### src/rtl/gfm_pkg.sv
// gfm_pkg: shared types and constants of the general pin function multiplexer.
// assumes a single 200 MHz clock domain and no register bus; software drives a write strobe.
package gfm_pkg;

  // ****************************************************************
  // pin indices
  // ****************************************************************
  localparam int GFM_NPINS = 14;
  localparam int GFM_NPINS_REDUCED = 9;
  localparam logic [3:0] GFM_PIN_ONE = 4'h0;
  localparam logic [3:0] GFM_PIN_TWO = 4'h1;
  localparam logic [3:0] GFM_PIN_THREE = 4'h2;
  localparam logic [3:0] GFM_PIN_FOUR = 4'h3;
  localparam logic [3:0] GFM_PIN_FIVE = 4'h4;
  localparam logic [3:0] GFM_PIN_CHOICE_ZERO = 4'h8;
  localparam logic [3:0] GFM_PIN_CHOICE_ONE = 4'h9;
  localparam logic [3:0] GFM_PIN_DTR = 4'ha;
  localparam logic [3:0] GFM_PIN_DSR = 4'hb;
  localparam logic [3:0] GFM_PIN_DCD = 4'hc;
  localparam logic [3:0] GFM_PIN_RI = 4'hd;

  // ****************************************************************
  // function codes
  // ****************************************************************
  typedef enum logic [3:0] {
    GFM_FN_DISABLED = 4'h0,
    GFM_FN_INPUT = 4'h1,
    GFM_FN_OUTPUT = 4'h2,
    GFM_FN_EXT_IRQ = 4'h3,
    GFM_FN_SPI_CS1 = 4'h4,
    GFM_FN_GNSS_SUPPLY = 4'h5,
    GFM_FN_GNSS_READY = 4'h6,
    GFM_FN_GNSS_RTC = 4'h7,
    GFM_FN_WIFI_EN = 4'h8,
    GFM_FN_RING = 4'h9,
    GFM_FN_SIM_DETECT = 4'ha,
    GFM_FN_SIM_HOTPLUG = 4'hb
  } gfm_func_t;

  localparam gfm_func_t GFM_FN_RESET = GFM_FN_DISABLED;

  // edge select of an interrupt input
  typedef enum logic [1:0] {
    GFM_EDGE_RISE = 2'h0,
    GFM_EDGE_FALL = 2'h1,
    GFM_EDGE_BOTH = 2'h2
  } gfm_edge_t;

  // configuration write from software or the command interface
  typedef struct packed {
    logic [3:0] pin;
    gfm_func_t func;
    logic level;
    gfm_edge_t edge_sel;
  } gfm_cfg_t;

  // pad controls of one pin
  typedef struct packed {
    logic out;
    logic oe;
    logic pull_down;
  } gfm_pad_t;

  // write-response state machine
  typedef enum logic [2:0] {
    GFM_ST_IDLE = 3'b001,
    GFM_ST_ACK = 3'b010,
    GFM_ST_NAK = 3'b100
  } gfm_state_t;

endpackage

### src/rtl/gfm_pin_slice.sv
// gfm_pin_slice: pad control and input sampling of one pin.
// assumes the pin input is synchronous to clk.
`timescale 1ns/1ps
module gfm_pin_slice (
  input wire logic clk,
  input wire logic arst_n,
  input wire gfm_pkg::gfm_func_t func,
  input wire logic level,
  input wire logic alt_level,
  input wire gfm_pkg::gfm_edge_t edge_sel,
  input wire logic irq_clear,
  input wire logic pin_in,
  output gfm_pkg::gfm_pad_t pad,
  output logic sample,
  output logic irq_pending
);
  import gfm_pkg::*;

  // ****************************************************************
  // decode
  // ****************************************************************
  logic sample_r;
  logic irq_r;
  gfm_pad_t pad_r;
  wire drives = (func == GFM_FN_OUTPUT) || (func == GFM_FN_SPI_CS1) || (func == GFM_FN_GNSS_SUPPLY) ||
                (func == GFM_FN_GNSS_RTC) || (func == GFM_FN_WIFI_EN) || (func == GFM_FN_RING);
  wire drive_val = (func == GFM_FN_OUTPUT) ? level : alt_level;
  wire rise = pin_in && !sample_r;
  wire fall = !pin_in && sample_r;
  wire edge_hit = (edge_sel == GFM_EDGE_RISE) ? rise : (edge_sel == GFM_EDGE_FALL) ? fall : (rise || fall);
  wire irq_set = (func == GFM_FN_EXT_IRQ) && edge_hit;
  gfm_pad_t pad_nxt;
  assign pad_nxt.out = drives ? drive_val : 1'b0;
  assign pad_nxt.oe = drives;
  assign pad_nxt.pull_down = (func == GFM_FN_DISABLED);

  // ****************************************************************
  // registers
  // ****************************************************************
  // sample every cycle so the edge detector has history whatever the function
  always_ff @(posedge clk or negedge arst_n) begin
    if (!arst_n) begin
      sample_r <= 1'b0;
      irq_r <= 1'b0;
      pad_r <= '{out: 1'b0, oe: 1'b0, pull_down: 1'b1};
    end else begin
      sample_r <= pin_in;
      irq_r <= irq_set | (irq_r & ~irq_clear); // set beats clear
      pad_r <= pad_nxt;
    end
  end

  assign pad = pad_r;
  assign sample = sample_r;
  assign irq_pending = irq_r;
endmodule

### src/rtl/gfm_top.sv
// gfm_top: per-pin function multiplexer for the fourteen general pins.
// assumes a configuration source that raises cfg_valid for one cycle per write.
// Function
// - full variant: fourteen pins configured by on-module software
// - reduced variant: nine pins, configured through the command interface
// - disabled pin: driver off, pull-down on
// - input pin: sampled level reported
// - output pin: drives programmed level
// - interrupt detect only on pin three, choice pins, DTR, DSR, DCD, RI
// - pin four may carry second SPI chip select
// - pin two may switch satellite receiver supply
// - pin three may sense satellite data ready
// - pin four may carry RTC sync to the receiver
// - pin one may switch the wireless module on or off
// - reduced variant: RI may act as UART ring indicator
// - reduced variant: pin five may sense SIM presence
// - hot-plug mode enables SIM on insertion, disables on removal
`timescale 1ns/1ps
module gfm_top #(
  parameter bit REDUCED = 1'b0
) (
  input wire logic clk,
  input wire logic arst_n,
  input wire logic cfg_valid,
  input wire gfm_pkg::gfm_cfg_t cfg,
  input wire logic [13:0] irq_clear,
  input wire logic [13:0] pin_in,
  input wire logic spi_cs1_n,
  input wire logic gnss_supply_on,
  input wire logic gnss_rtc_sync,
  input wire logic wifi_on,
  input wire logic ring_active,
  output logic cfg_ack,
  output logic cfg_nak,
  output logic [13:0] pin_out,
  output logic [13:0] pin_oe,
  output logic [13:0] pin_pull_down,
  output logic [13:0] pin_level,
  output logic [13:0] irq_pending,
  output logic gnss_data_ready,
  output logic sim_present,
  output logic sim_enable
);
  import gfm_pkg::*;

  // ****************************************************************
  // legality of a requested function
  // ****************************************************************
  wire [3:0] p = cfg.pin;
  wire in_range = REDUCED ? ((p < 4'h8) || (p == GFM_PIN_RI)) : (p < 4'he);
  wire irq_ok = !REDUCED && ((p == GFM_PIN_THREE) || (p >= GFM_PIN_CHOICE_ZERO));
  logic legal;
  // reduced variant drops the application-software functions, adds the SIM and ring ones
  always_comb begin
    case (cfg.func)
      GFM_FN_DISABLED, GFM_FN_INPUT, GFM_FN_OUTPUT: legal = 1'b1;
      GFM_FN_EXT_IRQ: legal = irq_ok;
      GFM_FN_SPI_CS1: legal = !REDUCED && (p == GFM_PIN_FOUR);
      GFM_FN_GNSS_SUPPLY: legal = !REDUCED && (p == GFM_PIN_TWO);
      GFM_FN_GNSS_READY: legal = !REDUCED && (p == GFM_PIN_THREE);
      GFM_FN_GNSS_RTC: legal = !REDUCED && (p == GFM_PIN_FOUR);
      GFM_FN_WIFI_EN: legal = !REDUCED && (p == GFM_PIN_ONE);
      GFM_FN_RING: legal = REDUCED && (p == GFM_PIN_RI);
      GFM_FN_SIM_DETECT, GFM_FN_SIM_HOTPLUG: legal = REDUCED && (p == GFM_PIN_FIVE);
      default: legal = 1'b0;
    endcase
  end
  wire accept = cfg_valid && in_range && legal;

  // ****************************************************************
  // configuration storage, one slot per pin
  // ****************************************************************
  gfm_func_t func_r [GFM_NPINS];
  logic [13:0] level_r;
  gfm_edge_t edge_r [GFM_NPINS];
  gfm_state_t state_r;
  gfm_state_t state_nxt;
  gfm_pad_t pad [GFM_NPINS];
  logic [13:0] sample;
  logic [13:0] irq_q;
  logic [13:0] alt_level;

  // alternate drive sources routed by pin position
  always_comb begin
    alt_level = '0;
    alt_level[GFM_PIN_ONE] = wifi_on;
    alt_level[GFM_PIN_TWO] = gnss_supply_on;
    alt_level[GFM_PIN_FOUR] = (func_r[GFM_PIN_FOUR] == GFM_FN_SPI_CS1) ? spi_cs1_n : gnss_rtc_sync;
    alt_level[GFM_PIN_RI] = ~ring_active; // ring indicator is active low on the line
  end

  genvar gi;
  generate
    for (gi = 0; gi < GFM_NPINS; gi++) begin : g_pin
      // a rejected write leaves the slot untouched, so exactly one function stands
      always_ff @(posedge clk or negedge arst_n) begin
        if (!arst_n) begin
          func_r[gi] <= GFM_FN_RESET;
          level_r[gi] <= 1'b0;
          edge_r[gi] <= GFM_EDGE_RISE;
        end else if (accept && (p == 4'(gi))) begin
          func_r[gi] <= cfg.func;
          level_r[gi] <= cfg.level;
          edge_r[gi] <= cfg.edge_sel;
        end
      end

      gfm_pin_slice u_slice (
        .clk(clk),
        .arst_n(arst_n),
        .func(func_r[gi]),
        .level(level_r[gi]),
        .alt_level(alt_level[gi]),
        .edge_sel(edge_r[gi]),
        .irq_clear(irq_clear[gi]),
        .pin_in(pin_in[gi]),
        .pad(pad[gi]),
        .sample(sample[gi]),
        .irq_pending(irq_q[gi])
      );
      assign pin_out[gi] = pad[gi].out;
      assign pin_oe[gi] = pad[gi].oe;
      assign pin_pull_down[gi] = pad[gi].pull_down;
    end
  endgenerate

  // ****************************************************************
  // write response
  // ****************************************************************
  always_comb begin
    case (state_r)
      GFM_ST_IDLE, GFM_ST_ACK, GFM_ST_NAK: begin
        if (cfg_valid) begin
          state_nxt = accept ? GFM_ST_ACK : GFM_ST_NAK;
        end else begin
          state_nxt = GFM_ST_IDLE;
        end
      end
      default: state_nxt = GFM_ST_IDLE;
    endcase
  end

  always_ff @(posedge clk or negedge arst_n) begin
    if (!arst_n) begin
      state_r <= GFM_ST_IDLE;
    end else begin
      state_r <= state_nxt;
    end
  end
  assign cfg_ack = (state_r == GFM_ST_ACK);
  assign cfg_nak = (state_r == GFM_ST_NAK);

  // ****************************************************************
  // sensed functions
  // ****************************************************************
  logic gnss_ready_r;
  logic sim_present_r;
  logic sim_enable_r;
  wire five_det = (func_r[GFM_PIN_FIVE] == GFM_FN_SIM_DETECT) || (func_r[GFM_PIN_FIVE] == GFM_FN_SIM_HOTPLUG);
  always_ff @(posedge clk or negedge arst_n) begin
    if (!arst_n) begin
      gnss_ready_r <= 1'b0;
      sim_present_r <= 1'b0;
      sim_enable_r <= 1'b0;
    end else begin
      gnss_ready_r <= (func_r[GFM_PIN_THREE] == GFM_FN_GNSS_READY) && sample[GFM_PIN_THREE];
      sim_present_r <= five_det && sample[GFM_PIN_FIVE];
      // outside hot-plug mode the SIM stays enabled; a card is assumed present
      sim_enable_r <= (func_r[GFM_PIN_FIVE] == GFM_FN_SIM_HOTPLUG) ? sample[GFM_PIN_FIVE] : 1'b1;
    end
  end

  assign pin_level = sample;
  assign irq_pending = irq_q;
  assign gnss_data_ready = gnss_ready_r;
  assign sim_present = sim_present_r;
  assign sim_enable = sim_enable_r;
endmodule

### config.mk
export PLATFORM = sky130hd
export DESIGN_NAME = gfm_top
export DESIGN_NICKNAME = d
export VERILOG_FILES = /design/src/rtl/gfm_pkg.sv /design/src/rtl/gfm_pin_slice.sv /design/src/rtl/gfm_top.sv
export SDC_FILE = /design/constraint.sdc
export NUM_CORES = 1
export LEC_CHECK = 0
export BUFFER_PORTS_ARGS = -buffer_cell sky130_fd_sc_hd__buf_4
export CELL_PAD_IN_SITES_DETAIL_PLACEMENT = 0
export CELL_PAD_IN_SITES_GLOBAL_PLACEMENT = 1
export CORE_ASPECT_RATIO = 1.4
export CORE_MARGIN = 4
export CORE_UTILIZATION = 35
export DETAILED_ROUTE_END_ITERATION = 7
export HOLD_SLACK_MARGIN = 0.06
export MAX_ROUTING_LAYER = met4
export PLACE_DENSITY_LB_ADDON = 0.1
export SETUP_SLACK_MARGIN = 0.4
export SLEW_MARGIN = 20
export SYNTH_ARGS = -nofsm -noshare
export SYNTH_HDL_FRONTEND = slang
export SYNTH_SLANG_ARGS = --single-unit
### constraint.sdc
create_clock -name clk -period 1.4 [get_ports clk]
set_input_delay 0.07 -clock clk [delete_from_list [all_inputs] [get_ports clk]]
set_output_delay 0.07 -clock clk [all_outputs]
set_load 0.005 [all_outputs]
==> impl_metrics.toml <==
[status]
status = "finished, final reports clean"

[setup_path]
critPathCaptureType = "flop"
critPathLaunchType = "primary input"
slowest_stage = "or3b_1"
worstSetupPathType = "in -> reg"
crit_path_frequent_cell = "buf_4"
worstPathRequired_ps = 1700
worstPathArrival_ps = 1670
critPathMaxStageDelay_ps = 360
path_cells = "buf_8, or3b_1, a21o_1, nor4b_4, buf_4, buf_4, nand2b_4, mux2_4"
crit_fanout = 6

[clocking]
clk-insertion-delay-late_ps = 420
cts_sinks = 174
clockBufferDepth = 2
cts_tree = "done"
cts-root-buf = "clkbuf_16"
htree_levels = 4
clkTransAtPathRegs_ps = 60
cts_buffers = 17

[timing]
skew_ps = 9.71
setup_viol = 0
relSlewSlack = 0.744
rsz0062_at_grt = "true"
fmaxAchievable_mhz = 730
fin_crit_sh = 0.979
hold_viol_final = 0
drv_slew = 0
worstMarginPinSlew_ps = 383
layout_min_cycle_time_ps = 1370
finalSetupTns_ps = 0

[synth]
yosys_warnings = 0
yosysUniqueCellTypes = 47
syn_nets = 700
ys_async_sr_fraction = 1.00
yosysMostFrequentCell = "dfrtp_1"
ys_ff_latch = 174
yosysSeqAreaShare = 0.567
syn_inst = 625
ys_top_cells_by_area = "dfrtp_1 52%, mux2_2 11%, dfstp_2 5.1%"
synthesis.area_mm2 = 0.00771
avgSynthCellArea_um2 = 12.3
yosys-top-cells-count = "159 x dfrtp_1, 74 x mux2_2, 42 x inv_1"
synth_top_area_share = 0.516
synth_top_area_cell = "dfrtp_1"
synth_edf_count = 0
ys.flop_type = "dfrtp_1"

[global_route]
groute.usage.overall = 0.154
grt_max_degree = 71
grt_first_pass_wirelength_mm = 29.5
grt_overflow = 0
first_global_vias = 5690
antenna_found_initial = 0

[floorplanning]
core-area_mm2 = 0.0218
io_pins = 122
die_w_um = 133
die_area_mm2 = 0.0245
start_util = 0.354
rows = 64
chipHeight_um = 184

[final_layout]
fin_area_mm2 = 0.0117
diodes = 0
area_growth_pct = 51.1
final_nets = 934
multi_input_area_mm2 = 0.00355
layout-drive-gt1-share = 0.531
fill_cells = 1901
regArea_mm2 = 0.00440

[pwr]
sequentialPowerShare = 0.470
leakage_uw = 0.00552
internal-power_uw = 9740
p_comb_frac = 0.173
max-vdd-ir-drop_uv = 785
power_density_mw_per_mm2 = 1120
switchingPower_uw = 3290
power_frac_clock = 0.357
netSwitchingFraction = 0.252

[routing]
vias_per_cell = 4.66
drtIter0Drc = 203
drcViolationCount = 0
wl_met2_mm = 9.38
top_layer = "met4"
wl_per_cell_um = 15.5
wl_met3_um = 734
wl_met1_mm = 7.79
routed_wl_mm = 18.1
via_count = 5445
first_pass_iters = 4
postRouteAntennaNets = 0

[place]
dpl.hpwl_mm = 11.8
dpl_cell_area_mm2 = 0.00915
place_congestion = 0.777
io_buffers = 121

[worst_hold_path]
hold_path_class = "in -> reg"

[run]
drv_cap = 0
sequential cells by signal (all words and copies together) (netlist names):
register                   flops
edge_r                        28
func_r                        56
g_pin.u_slice.irq_pending     14
g_pin.u_slice.pad             42
g_pin.u_slice.sample          14
gnss_data_ready                1
level_r                       14
sim_enable                     1
sim_present                    1
state_r                        3
cell usage in the layout (no fill, tap or decap), types with 17 or more instances in the layout:
| cell | n |
|---|---|
| dfrtp_1 | 140 |
| mux2_4 | 35 |
| nor2_1 | 22 |
| buf_4 | 94 |
| mux2_2 | 40 |
| dfrtp_2 | 19 |
| clkbuf_16 | 17 |
| dlygate4sd3_1 | 37 |
| buf_6 | 120 |
| o21ai_1 | 17 |
| a21oi_1 | 19 |
| and2_4 | 18 |
| inv_1 | 40 |
final cells by class:
class | count | share of cell area
Sequential cell | 174 | 0.377
Multi-Input combinational cell | 363 | 0.304
Timing Repair Buffer | 261 | 0.223
Clock buffer | 21 | 0.0412
Tap cell | 297 | 0.0319
Inverter | 42 | 0.0135
Clock inverter | 11 | 0.00912
critical path: cells and delay by family:
family          cells  cell delay [ps]
simple gates        3              670
mux                 1              300
compound gates      1              230
buf+inv             3              410
logic make-up (layout without fill, tap and decap cells):
kind of cell    after synthesis  count (layout)  synth area share
mux                          79              79             0.115
flops                       174             174             0.567
buf+inv                      88             335            0.0587
xor+xnor                     16              16            0.0182
compound gates               81              81            0.0655
fa+ha+maj                    28              28            0.0454
simple gates                159             159             0.131
routing by layer:
layer	GRT usage	vias to the layer above
met5	-	-
met4	0.0441	0
met3	0.0337	15
met2	0.257	100
met1	0.190	2702
li1	-	2628
metrics by stage:
stage | setup WS, ps | std cells | util | hold WS [ps] | total power (uW)
detailed placement | -444 | 1035 | 0.420 | 93.9 | 7760
global route | -24.2 | 1169 | 0.535 | 68.0 | 13700
finish | 29.8 | 1169 | 0.535 | 77.6 | 13000
floorplan | -331 | 625 | - | -226 | 6900
CTS | 39.8 | 1140 | 0.506 | 73.7 | 13000
global placement | -423 | 1035 | 0.420 | 93.7 | 7710
power groups by stage:
stage / Combinational (uW) / Clock (uW) / Sequential [uW]
2_1_floorplan: 888 / 0 / 6010
3_3_place_gp: 1600 / 0 / 6100
3_5_place_dp: 1640 / 0 / 6120
4_1_cts: 2100 / 4810 / 6090
5_1_grt: 2460 / 5010 / 6210
6_report: 2250 / 4660 / 6120
what timing repair did:
item,in CTS,in global routing
resized for setup,165,109
hold buffers,37,0
endpoints found under the setup margin,187,206
pin swaps,28,24
hold endpoints to repair,209,0
buffers inserted,36,29
final timing paths:
check / slack [ps] / cells past startpoint / from / end
min in group asynchronous: 220 / 3 / arst_n / g_pin[4].u_slice.sample
min reg2reg: 460 / 1 / func_r[24] / g_pin[7].u_slice.pad[0]
min: 80 / 3 / cfg[4] / func_r[37]
max in group asynchronous: 790 / 3 / arst_n / g_pin[2].u_slice.pad[0]
max reg2reg: 130 / 6 / state_r[0] / state_r[1]
max: 30 / 8 / cfg[9] / edge_r[17]
No activity file was read; power rests on OpenSTA's default activity.
